### config.mk
export PLATFORM = sky130hd
export DESIGN_NAME = sps_serial_port
export DESIGN_NICKNAME = d
export VERILOG_FILES = /design/src/rtl/sps_pkg.sv /design/src/rtl/sps_wbuf.sv /design/src/rtl/sps_serial_port.sv
export SDC_FILE = /design/constraint.sdc
export NUM_CORES = 1
export LEC_CHECK = 0
export BUFFER_PORTS_ARGS = -buffer_cell sky130_fd_sc_hd__clkbuf_2
export CAP_MARGIN = 10
export CORE_AREA = 5 5 130 132
export CTS_BUF_LIST = sky130_fd_sc_hd__clkbuf_4 sky130_fd_sc_hd__clkbuf_8
export DETAILED_ROUTE_END_ITERATION = 10
export DIE_AREA = 0 0 135 137
export PLACE_DENSITY = 0.61
export SLEW_MARGIN = 20
export SYNTH_ARGS = -nofsm -noshare
export SYNTH_HDL_FRONTEND = slang
export SYNTH_HIERARCHICAL = 1
export SYNTH_SLANG_ARGS = --single-unit
### constraint.sdc
create_clock -name CLOCK -period 3.2 [get_ports CLOCK]
set_input_delay 0.64 -clock CLOCK [delete_from_list [all_inputs] [get_ports CLOCK]]
set_output_delay 0.64 -clock CLOCK [all_outputs]
set_load 0.005 [all_outputs]
### src/rtl/sps_pkg.sv
// constants for the strap-selected serial port and its two-wire slave
package sps_pkg;
    // fixed upper bits of the seven-bit slave address
    localparam logic [3:0] SLV_ADDR_MSB = 4'hB;
    localparam int SLV_ADDR_BITS = 7;
    // three-level strap codes as delivered by the pad sensor
    localparam logic [1:0] LVL_LOW = 2'h0;
    localparam logic [1:0] LVL_OPEN = 2'h1;
    localparam logic [1:0] LVL_HIGH = 2'h2;
    localparam logic [2:0] LVL_RADIX = 3'h3;
    // direction bit values after the slave address
    localparam logic DIR_WRITE = 1'b0;
    localparam logic DIR_READ = 1'b1;
    // byte framing
    localparam logic [3:0] BYTE_BITS = 4'h8;
    localparam logic [1:0] IDX_SLAVE = 2'h0;
    localparam logic [1:0] IDX_ADDR_HI = 2'h1;
    localparam logic [1:0] IDX_ADDR_LO = 2'h2;
    localparam logic [1:0] IDX_DATA = 2'h3;
    // register address and data widths
    localparam int REG_AW = 16;
    localparam int REG_DW = 8;
    localparam logic [15:0] ADDR_STEP = 16'h0001;
    localparam logic [15:0] ADDR_RESET = 16'h0000;
    // bus timing: fastest bus period against the sampling clock
    localparam int CLK_PERIOD_NS = 10;
    localparam int STD_RATE_KHZ = 100;
    localparam int FAST_RATE_KHZ = 400;
    localparam int FAST_PERIOD_NS = 1000000 / FAST_RATE_KHZ;
    localparam int FAST_PERIOD_CYC = FAST_PERIOD_NS / CLK_PERIOD_NS;
    // synchroniser depth for pin inputs
    localparam int SYNC_STAGES = 3;
    // slave protocol states
    typedef enum logic [2:0] {
        ST_IDLE,
        ST_RX,
        ST_ACK,
        ST_TX,
        ST_RACK,
        ST_WAIT
    } sps_state_t;
endpackage

### src/rtl/sps_wbuf.sv
// two-entry buffer between the slave and the register write port
`timescale 1ns/100ps
module sps_wbuf #(
    parameter int WIDTH = 24
) (
    // clock and reset
    input wire logic clk,
    input wire logic rst,
    // filling side
    input wire logic in_valid,
    output logic in_ready,
    input wire logic [WIDTH-1:0] in_data,
    // draining side
    output logic out_valid,
    input wire logic out_ready,
    output logic [WIDTH-1:0] out_data
);
    logic [WIDTH-1:0] tail_reg;
    logic tail_v_reg;
    logic push;
    logic pop;

    // transfer strobes on both sides
    assign push = in_valid & in_ready;
    assign pop = out_valid & out_ready;
    assign in_ready = ~tail_v_reg;

    // head entry drives the output, tail catches a word during a stall
    always_ff @(posedge clk or posedge rst)
    begin
        if (rst)
        begin
            out_valid <= 1'b0;
            out_data <= '0;
            tail_v_reg <= 1'b0;
            tail_reg <= '0;
        end
        else if (pop)
        begin
            if (tail_v_reg)
            begin
                out_data <= tail_reg;
                tail_v_reg <= push;
                tail_reg <= in_data;
            end
            else
            begin
                out_valid <= push;
                out_data <= in_data;
            end
        end
        else if (push)
        begin
            if (!out_valid)
            begin
                out_valid <= 1'b1;
                out_data <= in_data;
            end
            else
            begin
                tail_v_reg <= 1'b1;
                tail_reg <= in_data;
            end
        end
    end
endmodule

### src/rtl/sps_serial_port.sv
// strap-selected serial port front end with two-wire register slave
//
// Operation
// - SPI only when both strap pins read high; else the two-wire slave.
// - Slave address is seven bits, upper four fixed at 1011.
// - Low three address bits come from the two three-level straps.
// - Works at 100 kHz and 400 kHz bus rates.
// - Device is a pure slave and never drives the clock line.
// - Register address is two bytes, sixteen bits.
// - Data line changes only while clock is low.
// - Falling data with clock high starts a transfer.
// - Rising data with clock high ends a transfer.
// - Bytes are eight bits, MSB first, then an acknowledge bit.
// - Receiver pulls data low on ninth clock to acknowledge.
// - Receiver leaves data high on ninth clock to refuse.
// - Port keeps working while the chip sleeps.
// - Every configuration register can be read and written.
// - Direction bit 0 writes, 1 reads.
// - Write: address high byte, low byte, then data bytes.
// - Start or stop anywhere discards a partial byte.
// - Master refuses last read byte; device then releases data line.
`timescale 1ns/100ps
module sps_serial_port
    import sps_pkg::*;
(
    // clock and reset
    input wire logic CLOCK,
    input wire logic RST,
    // two-wire bus pins, data line open drain
    input wire logic SCL_IN,
    input wire logic SDA_IN,
    output logic SDA_OUT,
    output logic SDA_OE,
    // strap pins as three-level codes, and sleep pin
    input wire logic [1:0] PORT_SELECT_UPPER,
    input wire logic [1:0] PORT_SELECT_LOWER,
    input wire logic CHIP_SLEEP_N,
    // mode status
    output logic SPI_SELECT,
    output logic [2:0] SLAVE_OFFSET,
    // register write port
    output logic REG_WR_VALID,
    input wire logic REG_WR_READY,
    output logic [15:0] REG_WR_ADDR,
    output logic [7:0] REG_WR_DATA,
    // register read port
    output logic REG_RD_REQ,
    output logic [15:0] REG_RD_ADDR,
    input wire logic REG_RD_VALID,
    input wire logic [7:0] REG_RD_DATA
);
    localparam int SW = 6;

    // strap digit of one three-level pin
    function automatic logic [2:0] lvl_digit(input logic [1:0] lvl);
        if (lvl == LVL_HIGH)
            return 3'h2;
        else if (lvl == LVL_LOW)
            return 3'h0;
        else
            return 3'h1;
    endfunction

    logic [SW-1:0] s1_reg;
    logic [SW-1:0] s2_reg;
    logic [SW-1:0] s3_reg;
    logic [SW-1:0] filt_reg;
    logic [SW-1:0] filt_next;
    logic [SW-1:0] agree;
    logic scl_f;
    logic sda_f;
    logic scl_rise;
    logic scl_fall;
    logic start_ev;
    logic stop_ev;
    logic strap_done_reg;
    logic [1:0] strap_cnt_reg;
    logic [2:0] offset_next;
    sps_state_t state_reg;
    logic [3:0] bit_cnt_reg;
    logic [7:0] sh_reg;
    logic [1:0] idx_reg;
    logic rw_reg;
    logic [15:0] addr_reg;
    logic [7:0] rd_reg;
    logic [7:0] tx_reg;
    logic wr_push;
    logic wr_ready;
    logic [6:0] own_addr;
    logic byte_done;

    ////////////////////////////////////////////////////////////////////////
    // pin synchronisers, a change counts once stages two and three agree
    always_ff @(posedge CLOCK or posedge RST)
    begin
        if (RST)
        begin
            s1_reg <= '1;
            s2_reg <= '1;
            s3_reg <= '1;
            filt_reg <= '1;
        end
        else
        begin
            s1_reg <= {SCL_IN, SDA_IN, PORT_SELECT_UPPER, PORT_SELECT_LOWER};
            s2_reg <= s1_reg;
            s3_reg <= s2_reg;
            filt_reg <= filt_next;
        end
    end

    // filtered values and bus events
    assign agree = ~(s2_reg ^ s3_reg);
    assign filt_next = (s3_reg & agree) | (filt_reg & ~agree);
    assign scl_f = filt_reg[5];
    assign sda_f = filt_reg[4];
    assign scl_rise = ~scl_f & filt_next[5];
    assign scl_fall = scl_f & ~filt_next[5];
    assign start_ev = scl_f & filt_next[5] & sda_f & ~filt_next[4];
    assign stop_ev = scl_f & filt_next[5] & ~sda_f & filt_next[4];

    ////////////////////////////////////////////////////////////////////////
    // strap capture once the pin stages have filled after reset release
    assign offset_next = 3'((lvl_digit(filt_next[3:2]) * LVL_RADIX)
        + lvl_digit(filt_next[1:0]));
    always_ff @(posedge CLOCK or posedge RST)
    begin
        if (RST)
        begin
            strap_cnt_reg <= 2'h0;
            strap_done_reg <= 1'b0;
            SPI_SELECT <= 1'b0;
            SLAVE_OFFSET <= 3'h0;
        end
        else if (strap_cnt_reg != 2'(SYNC_STAGES))
            strap_cnt_reg <= strap_cnt_reg + 2'h1; // reset values must not be taken
        else if (!strap_done_reg && (&agree[3:0]))
        begin
            strap_done_reg <= 1'b1;
            SPI_SELECT <= (filt_next[3:2] == LVL_HIGH)
                && (filt_next[1:0] == LVL_HIGH);
            SLAVE_OFFSET <= offset_next;
        end
    end

    // full seven-bit address of this slave
    assign own_addr = {SLV_ADDR_MSB, SLAVE_OFFSET};
    assign byte_done = bit_cnt_reg == BYTE_BITS;
    // a data byte of a write is handed to the buffer on its ack decision
    assign wr_push = (state_reg == ST_RX) && byte_done && scl_fall
        && (idx_reg == IDX_DATA) && wr_ready;

    ////////////////////////////////////////////////////////////////////////
    // protocol state machine; sleep pin deliberately has no effect here
    always_ff @(posedge CLOCK or posedge RST)
    begin
        if (RST)
        begin
            state_reg <= ST_IDLE;
            bit_cnt_reg <= 4'h0;
            sh_reg <= 8'h00;
            idx_reg <= IDX_SLAVE;
            rw_reg <= DIR_WRITE;
            SDA_OE <= 1'b0;
            tx_reg <= 8'h00;
        end
        else if (!strap_done_reg || SPI_SELECT)
        begin
            state_reg <= ST_IDLE;
            SDA_OE <= 1'b0;
        end
        else if (start_ev)
        begin
            state_reg <= ST_RX;
            bit_cnt_reg <= 4'h0;
            idx_reg <= IDX_SLAVE;
            SDA_OE <= 1'b0;
        end
        else if (stop_ev)
        begin
            state_reg <= ST_IDLE;
            SDA_OE <= 1'b0;
        end
        else
        begin
            unique case (state_reg)
                ST_IDLE, ST_WAIT:
                    SDA_OE <= 1'b0;
                ST_RX:
                    if (scl_rise && !byte_done)
                    begin
                        sh_reg <= {sh_reg[6:0], sda_f};
                        bit_cnt_reg <= bit_cnt_reg + 4'h1;
                    end
                    else if (scl_fall && byte_done)
                    begin
                        bit_cnt_reg <= 4'h0;
                        if (idx_reg == IDX_SLAVE && sh_reg[7:1] != own_addr)
                            state_reg <= ST_WAIT;
                        else if (idx_reg == IDX_DATA && !wr_ready)
                            state_reg <= ST_WAIT;
                        else
                        begin
                            state_reg <= ST_ACK;
                            SDA_OE <= 1'b1;
                            if (idx_reg == IDX_SLAVE)
                                rw_reg <= sh_reg[0];
                            if (idx_reg != IDX_DATA)
                                idx_reg <= idx_reg + 2'h1;
                        end
                    end
                ST_ACK:
                    if (scl_fall)
                    begin
                        if (rw_reg == DIR_READ)
                        begin
                            state_reg <= ST_TX;
                            SDA_OE <= ~rd_reg[7];
                            tx_reg <= {rd_reg[6:0], 1'b0};
                            bit_cnt_reg <= 4'h1;
                        end
                        else
                        begin
                            state_reg <= ST_RX;
                            SDA_OE <= 1'b0;
                        end
                    end
                ST_TX:
                    if (scl_fall)
                    begin
                        if (byte_done)
                        begin
                            state_reg <= ST_RACK;
                            SDA_OE <= 1'b0;
                        end
                        else
                        begin
                            SDA_OE <= ~tx_reg[7];
                            tx_reg <= {tx_reg[6:0], 1'b0};
                            bit_cnt_reg <= bit_cnt_reg + 4'h1;
                        end
                    end
                ST_RACK:
                    if (scl_rise)
                        rw_reg <= sda_f ? DIR_WRITE : DIR_READ;
                    else if (scl_fall)
                    begin
                        if (rw_reg == DIR_READ)
                        begin
                            state_reg <= ST_TX;
                            SDA_OE <= ~rd_reg[7];
                            tx_reg <= {rd_reg[6:0], 1'b0};
                            bit_cnt_reg <= 4'h1;
                        end
                        else
                            state_reg <= ST_WAIT;
                    end
                default:
                    state_reg <= ST_IDLE;
            endcase
        end
    end

    ////////////////////////////////////////////////////////////////////////
    // register address pointer: loaded high then low, stepped per data byte
    always_ff @(posedge CLOCK or posedge RST)
    begin
        if (RST)
            addr_reg <= ADDR_RESET;
        else if (state_reg == ST_RX && byte_done && scl_fall
            && idx_reg == IDX_ADDR_HI)
            addr_reg <= {sh_reg, addr_reg[7:0]};
        else if (state_reg == ST_RX && byte_done && scl_fall
            && idx_reg == IDX_ADDR_LO)
            addr_reg <= {addr_reg[15:8], sh_reg};
        else if (wr_push || REG_RD_REQ)
            addr_reg <= addr_reg + ADDR_STEP;
    end

    // read request on each ninth clock rise of a read, also when the master refuses and no further byte follows
    always_ff @(posedge CLOCK or posedge RST)
    begin
        if (RST)
        begin
            REG_RD_REQ <= 1'b0;
            REG_RD_ADDR <= ADDR_RESET;
            rd_reg <= 8'h00;
        end
        else
        begin
            REG_RD_REQ <= ((state_reg == ST_ACK && rw_reg == DIR_READ)
                || (state_reg == ST_RACK && rw_reg == DIR_READ))
                && scl_rise;
            REG_RD_ADDR <= addr_reg;
            if (REG_RD_VALID)
                rd_reg <= REG_RD_DATA;
        end
    end

    // open-drain data line only ever pulls low
    always_ff @(posedge CLOCK or posedge RST)
    begin
        if (RST)
            SDA_OUT <= 1'b0;
        else
            SDA_OUT <= 1'b0;
    end

    ////////////////////////////////////////////////////////////////////////
    // write words pass a two-entry buffer so a stalled port loses nothing
    sps_wbuf #(
        .WIDTH(REG_AW + REG_DW)
    ) u_wbuf (
        .clk(CLOCK),
        .rst(RST),
        .in_valid(wr_push),
        .in_ready(wr_ready),
        .in_data({addr_reg, sh_reg}),
        .out_valid(REG_WR_VALID),
        .out_ready(REG_WR_READY),
        .out_data({REG_WR_ADDR, REG_WR_DATA})
    );
endmodule

### Word-level counts from Yosys, hierarchy flattened

Cells that the tools add are included.

* bits in registers: 149
* input bits: 19
* output and inout bits: 48
* logic and storage cells: 238

* add/sub/neg operators: 5
* multipliers: 1
* eq/ne operators: 46
* muxes and demuxes: 84
* bitwise gates (word level): 27
* reductions and logical operators: 51

Operators by type and width (number)
* 2-to-1 mux 24 bit: 8
* inequality test 5 bit (second input constant): 10
* 2-to-1 mux 16 bit: 3
* 2-to-1 mux 3 bit: 14
* 2-to-1 mux 8 bit: 5
* 2-to-1 mux 4 bit: 9
* inequality test 2 bit (second input constant): 18
* 2-to-1 mux 1 bit: 30
* case mux 8 bit (3 select lines): 1
* 2-to-1 mux 2 bit: 10
* AND reduction 10 bit: 2
* adder 16 x 1 -> 16 bit (second input constant): 1
* case mux 4 bit (4 select lines): 1
* AND reduction 8 bit: 2
* nonzero test 2 bit: 8
* logical AND 1 bit: 15
* case mux 3 bit (5 select lines): 1
* AND reduction 7 bit: 2
* bitwise AND 6 bit: 2
* NOT 1 bit: 12
* NOT 6 bit: 2
* AND reduction 2 bit: 6
* bitwise AND 1 bit: 9
* inequality test 3 bit (second input constant): 3
* 28 further kinds: 40

### Longest topological paths before layout

* word-level depth: 14
* gate-level depth with buffers: 9
* gate-level depth less buffers: 8

### By module

Netlist, hierarchy kept.

By module, submodules not included
* sps_serial_port: times used 1, cells an instance 392, area an instance 4580.6 um2, sequential area each 2482.4 um2
* sps_wbuf: times used 1, cells an instance 154, area an instance 2252.2 um2, sequential area each 1251.2 um2

### Worst setup path before layout

OpenSTA, ideal clock, no wires.

* kind: flip-flop to flip-flop
* start point: reg filt_reg[5]
* end point: reg u_wbuf.tail_reg[0]
* library setup time: 0.125 ns
* arrival time: 2.445 ns
* required time: 3.075 ns
* setup slack: 0.630 ns
* stages on the path, launching flop included: 10
* path buffers: 3
* period minus slack after synthesis: 2.570 ns
* cells stage by stage: dfstp_2 -> buf_2 -> or3b_1 -> clkbuf_1 -> nor2_1 -> and3_1 -> nor2b_2 -> o211a_4 -> buf_6 -> mux2_4

* word-level cells in the longest chain between the ends: 10

RTL lines
* start: declaration: line sps_serial_port.sv:67 `logic [SW-1:0] filt_reg;`
* start signal: assignment: line sps_serial_port.sv:108 `filt_reg <= filt_next;`
* bitwise AND 6 bit: line sps_serial_port.sv:114 `assign filt_next = (s3_reg & agree) | (filt_reg & ~agree);`
* OR 6 bit: line sps_serial_port.sv:114
* NOT 1 bit: line sps_serial_port.sv:118 `assign scl_fall = scl_f & ~filt_next[5];`
* bitwise AND 1 bit *: line sps_serial_port.sv:118
* logical AND 1 bit *: line sps_serial_port.sv:150 `assign wr_push = (state_reg == ST_RX) && byte_done && scl_fall`
* logical AND 1 bit * (2 in a row): line sps_serial_port.sv:151 `&& (idx_reg == IDX_DATA) && wr_ready;`
* named net wr_push: line sps_serial_port.sv:87 `logic wr_push;`
* bitwise AND 1 bit *: line sps_wbuf.sv:24 `assign push = in_valid & in_ready;`
* nonzero test 2 bit (no source line) *
* AND reduction 3 bit (no source line) *
* end signal: assignment: line sps_wbuf.sv:44 `tail_reg <= in_data;`
* end signal: assignment: line sps_wbuf.sv:62 `tail_reg <= in_data;`
* end: declaration: line sps_wbuf.sv:18 `logic [WIDTH-1:0] tail_reg;`

Mark *: on every way through the listed nets, which the timed path passes. The rest lies on a longest branch.
A chain may end at the register's enable or synchronous reset.

### Worst setup path after layout

* start point: reg bit_cnt_reg[0]
* end point: reg bit_cnt_reg[3]

* word-level cells in the longest chain between the ends: 7
* elaborated cells on any way between the ends: 14
* classes of those cells: add/sub: 1; eq/ne: 3; mux: 6; reduce/logical: 4

RTL lines
* start: declaration: line sps_serial_port.sv:80 `logic [3:0] bit_cnt_reg;`
* start signal: assignment: line sps_serial_port.sv:193 `bit_cnt_reg <= bit_cnt_reg + 4'h1;`
* start signal: assignment: line sps_serial_port.sv:240 `bit_cnt_reg <= bit_cnt_reg + 4'h1;`
* branches (longest 7 deep; another with adder 4 x 1 -> 4 bit)

Parallel ways; which one is timed is not known. The select of a mux whose other input is x is not followed.

==> results.py <==
metrics = {
    "status": {
        "status": "finished clean",
    },
    "layout": {
        "antennaDiodeCount": 0,
        "final_area_mm2": 0.00777,
        "area_delta_synth_final_pct": 13.8,
        "seqCellArea_mm2": 0.00373,
        "fin_util_pct": 49.8,
        "fill_cells": 1431,
        "final_layout_size_suffix_gt1_share_pct": 39.4,
        "multi_input_area_mm2": 0.00289,
        "layout.nets": 639,
    },
    "sta": {
        "finalMaxSlewViolations": 0,
        "rsz0062_at_grt": "false",
        "hold_ws_ns": 0.196,
        "relSlewSlack_pct": 30.5,
        "max_slew.worst_pin.slew_ns": 1.03,
        "finClkSkew_ns": 0.0120,
        "final_hold_viol_count": 0,
        "setup_viol_count_final": 0,
        "fmaxAchievable_mhz": 373,
        "period_share_pct": 83.7,
        "period_needed_ns": 2.68,
        "finalSetupTns_ns": 0,
    },
    "global_route": {
        "grt_pass1_vias": 4685,
        "grt-ovfl-total": 0,
        "antenna_found_initial": 0,
        "grt_max_degree": 49,
        "grt_pass1_wl_um": 23800,
        "track_usage_pct": 16.2,
    },
    "drt": {
        "ant_nets": 0,
        "first_pass_iters": 4,
        "dr.first_iter.drc_count": 314,
        "vias_per_cell": 5.32,
        "num_vias": 4459,
        "drc_errors": 0,
        "totalWireLength_um": 13900,
        "wire_per_inst_um": 16.6,
    },
    "critical_path": {
        "reg2reg_depth": 7,
        "end_kind": "flop",
        "crit_path_max_fanout": 11,
        "worst_setup_path_start_kind": "flop",
        "crit_type": "flop to flop",
        "worst_ep_arrival_time_ns": 3.01,
        "crit_required_ns": 3.53,
    },
    "cts": {
        "clock_path_buffers": 2,
        "postCtsHoldBufs": 0,
        "cts_inserted_buffers": 17,
        "cts_setup_buffers": 0,
        "cts_tree": "yes",
        "cts_resized": 0,
        "clock_latency_ns": 0.45,
        "cts.sinks": 148,
        "clock-root-buffer": "clkbuf_8",
        "h-tree-depth": 4,
        "clkTransAtPathRegs_ns": 0.09,
    },
    "synth": {
        "yosysWarnings": 6,
        "async_flop_share_pct": 100,
        "synth_top_area_share_pct": 45.4,
        "synth_top_area_cell": "dfrtp_1",
        "yosysSeqAreaShare_pct": 54.6,
        "synthCells": 546,
        "syn-num-nets": 576,
        "synth_area_per_cell_um2": 12.5,
        "synth_flop_cell": "dfrtp_1",
        "yosys-top-cells-count": "dfrtp_1 (124), mux2_2 (35), a21oi_1 (24), dfstp_2 (24), nor2_1 (24)",
        "synth_seq_cells": 148,
        "synth_most_common_cell": "dfrtp_1",
        "synth_area_mm2": 0.00683,
        "synth_cell_types": 78,
        "synth_edf_count": 0,
        "yosys-top-cells-area": "dfrtp_1 (45%), dfstp_2 (9.2%), mux2_2 (5.8%)",
    },
    "placement": {
        "place_area_mm2": 0.00734,
        "place.gp.congestion": 0.843,
        "io_buffer_count": 64,
        "detailed_place_hpwl_um": 9630,
    },
    "pwr": {
        "p_leak_nw": 3.57,
        "max-vdd-ir-drop_mv": 0.327,
        "power.density_mw_per_mm2": 529,
    },
    "die": {
        "die_w_um": 135,
        "start_util_pct": 43.8,
        "rows": 46,
        "die_area_mm2": 0.0185,
        "core_area_mm2": 0.0156,
        "die_h_um": 137,
        "io_pins": 67,
    },
    "min_path": {
        "hp-class": "primary input to asynchronous set/reset pin",
    },
    "run": {
        "maxCapViolCount": 0,
    },
}
## worst max-delay path, stage by stage, from the launching register on
cell	delay [ns]
dfrtp_1	0.42
inv_1	0.08
ha_1	0.21
and3b_1	0.33
or3_4	0.46
a311o_1	0.40
or2_4	0.28
o41ai_1	0.38
## final cells by class
| type | count | share of cell area, % |
|---|---|---|
| inverters | 13 | 0.660 |
| well taps | 216 | 3.48 |
| multi-input cells | 358 | 37.1 |
| repair buffers | 71 | 5.12 |
| clock buffers | 17 | 3.01 |
| flip-flops and latches | 148 | 48.0 |
| clock inverters | 15 | 2.58 |
## logic make-up (layout without fill, tap and decap cells)
group / count (synthesis) / count (layout) / synth area share, %
AND/OR/NAND/NOR: 153 / 153 / 13.6
XOR/XNOR: 18 / 18 / 2.31
AO/OA/AOI/OAI: 109 / 109 / 12.5
multiplexers: 61 / 61 / 11.1
other: 1 / 1 / 0.0549
adder cells (fa/ha/maj): 16 / 16 / 2.75
flip-flops: 148 / 148 / 54.6
buffers and inverters: 40 / 116 / 3.13
## where the power goes
group	internal [W]	switching, W
combinational	0.000213	0.000276
sequential	0.00196	0.0000941
clock	0.000794	0.000772
## layer usage
layer | GRT usage [%] | share of wire, %
met4 | 5.94 | 1.0
met3 | 3.38 | 3.3
met1 | 20.0 | 45
met5 | 0 | 0
met2 | 28.2 | 51
## stage by stage
step                worst slack (ns)  std cells  power [W]
floorplan                     0.0376        546    0.00243
global placement               0.606        806    0.00257
detailed placement             0.512        806    0.00259
CTS                            0.495        838    0.00417
global route                   0.386        838    0.00433
finish                         0.522        838    0.00411
## path summary, 6_finish.rpt
check,from,end,slack (ns)
worst min-delay path,RST,REG_RD_ADDR[0],0.20
worst min register to register,s1_reg[3],s2_reg[3],0.36
min in group CLOCK,SCL_IN,s1_reg[5],0.26
max in group asynchronous,RST,u_wbuf/tail_v_reg,2.23
worst max-delay path,bit_cnt_reg[0],bit_cnt_reg[3],0.52
worst max register to register,bit_cnt_reg[0],bit_cnt_reg[3],0.52
## cells in the final DEF (no fill, tap or decap), types with 5 or more instances in the layout
cell type	count
a21oi_1	24
nand2b_1	6
ha_1	11
clkbuf_8	17
mux2_4	20
nand2_1	22
a21o_1	5
buf_4	5
clkbuf_2	64
o21ai_0	13
dfstp_2	24
dfrtp_1	124
o221a_2	23
xnor2_1	14
nand3_1	15
mux2_2	35
maj3_1	5
inv_1	11
or2_1	5
nor3_1	5
nand4_1	5
nor4_1	9
nor2b_1	6
mux2i_1	5
nor2_1	24
or2_2	21
Note: power is estimated with default switching activity, not from simulation.
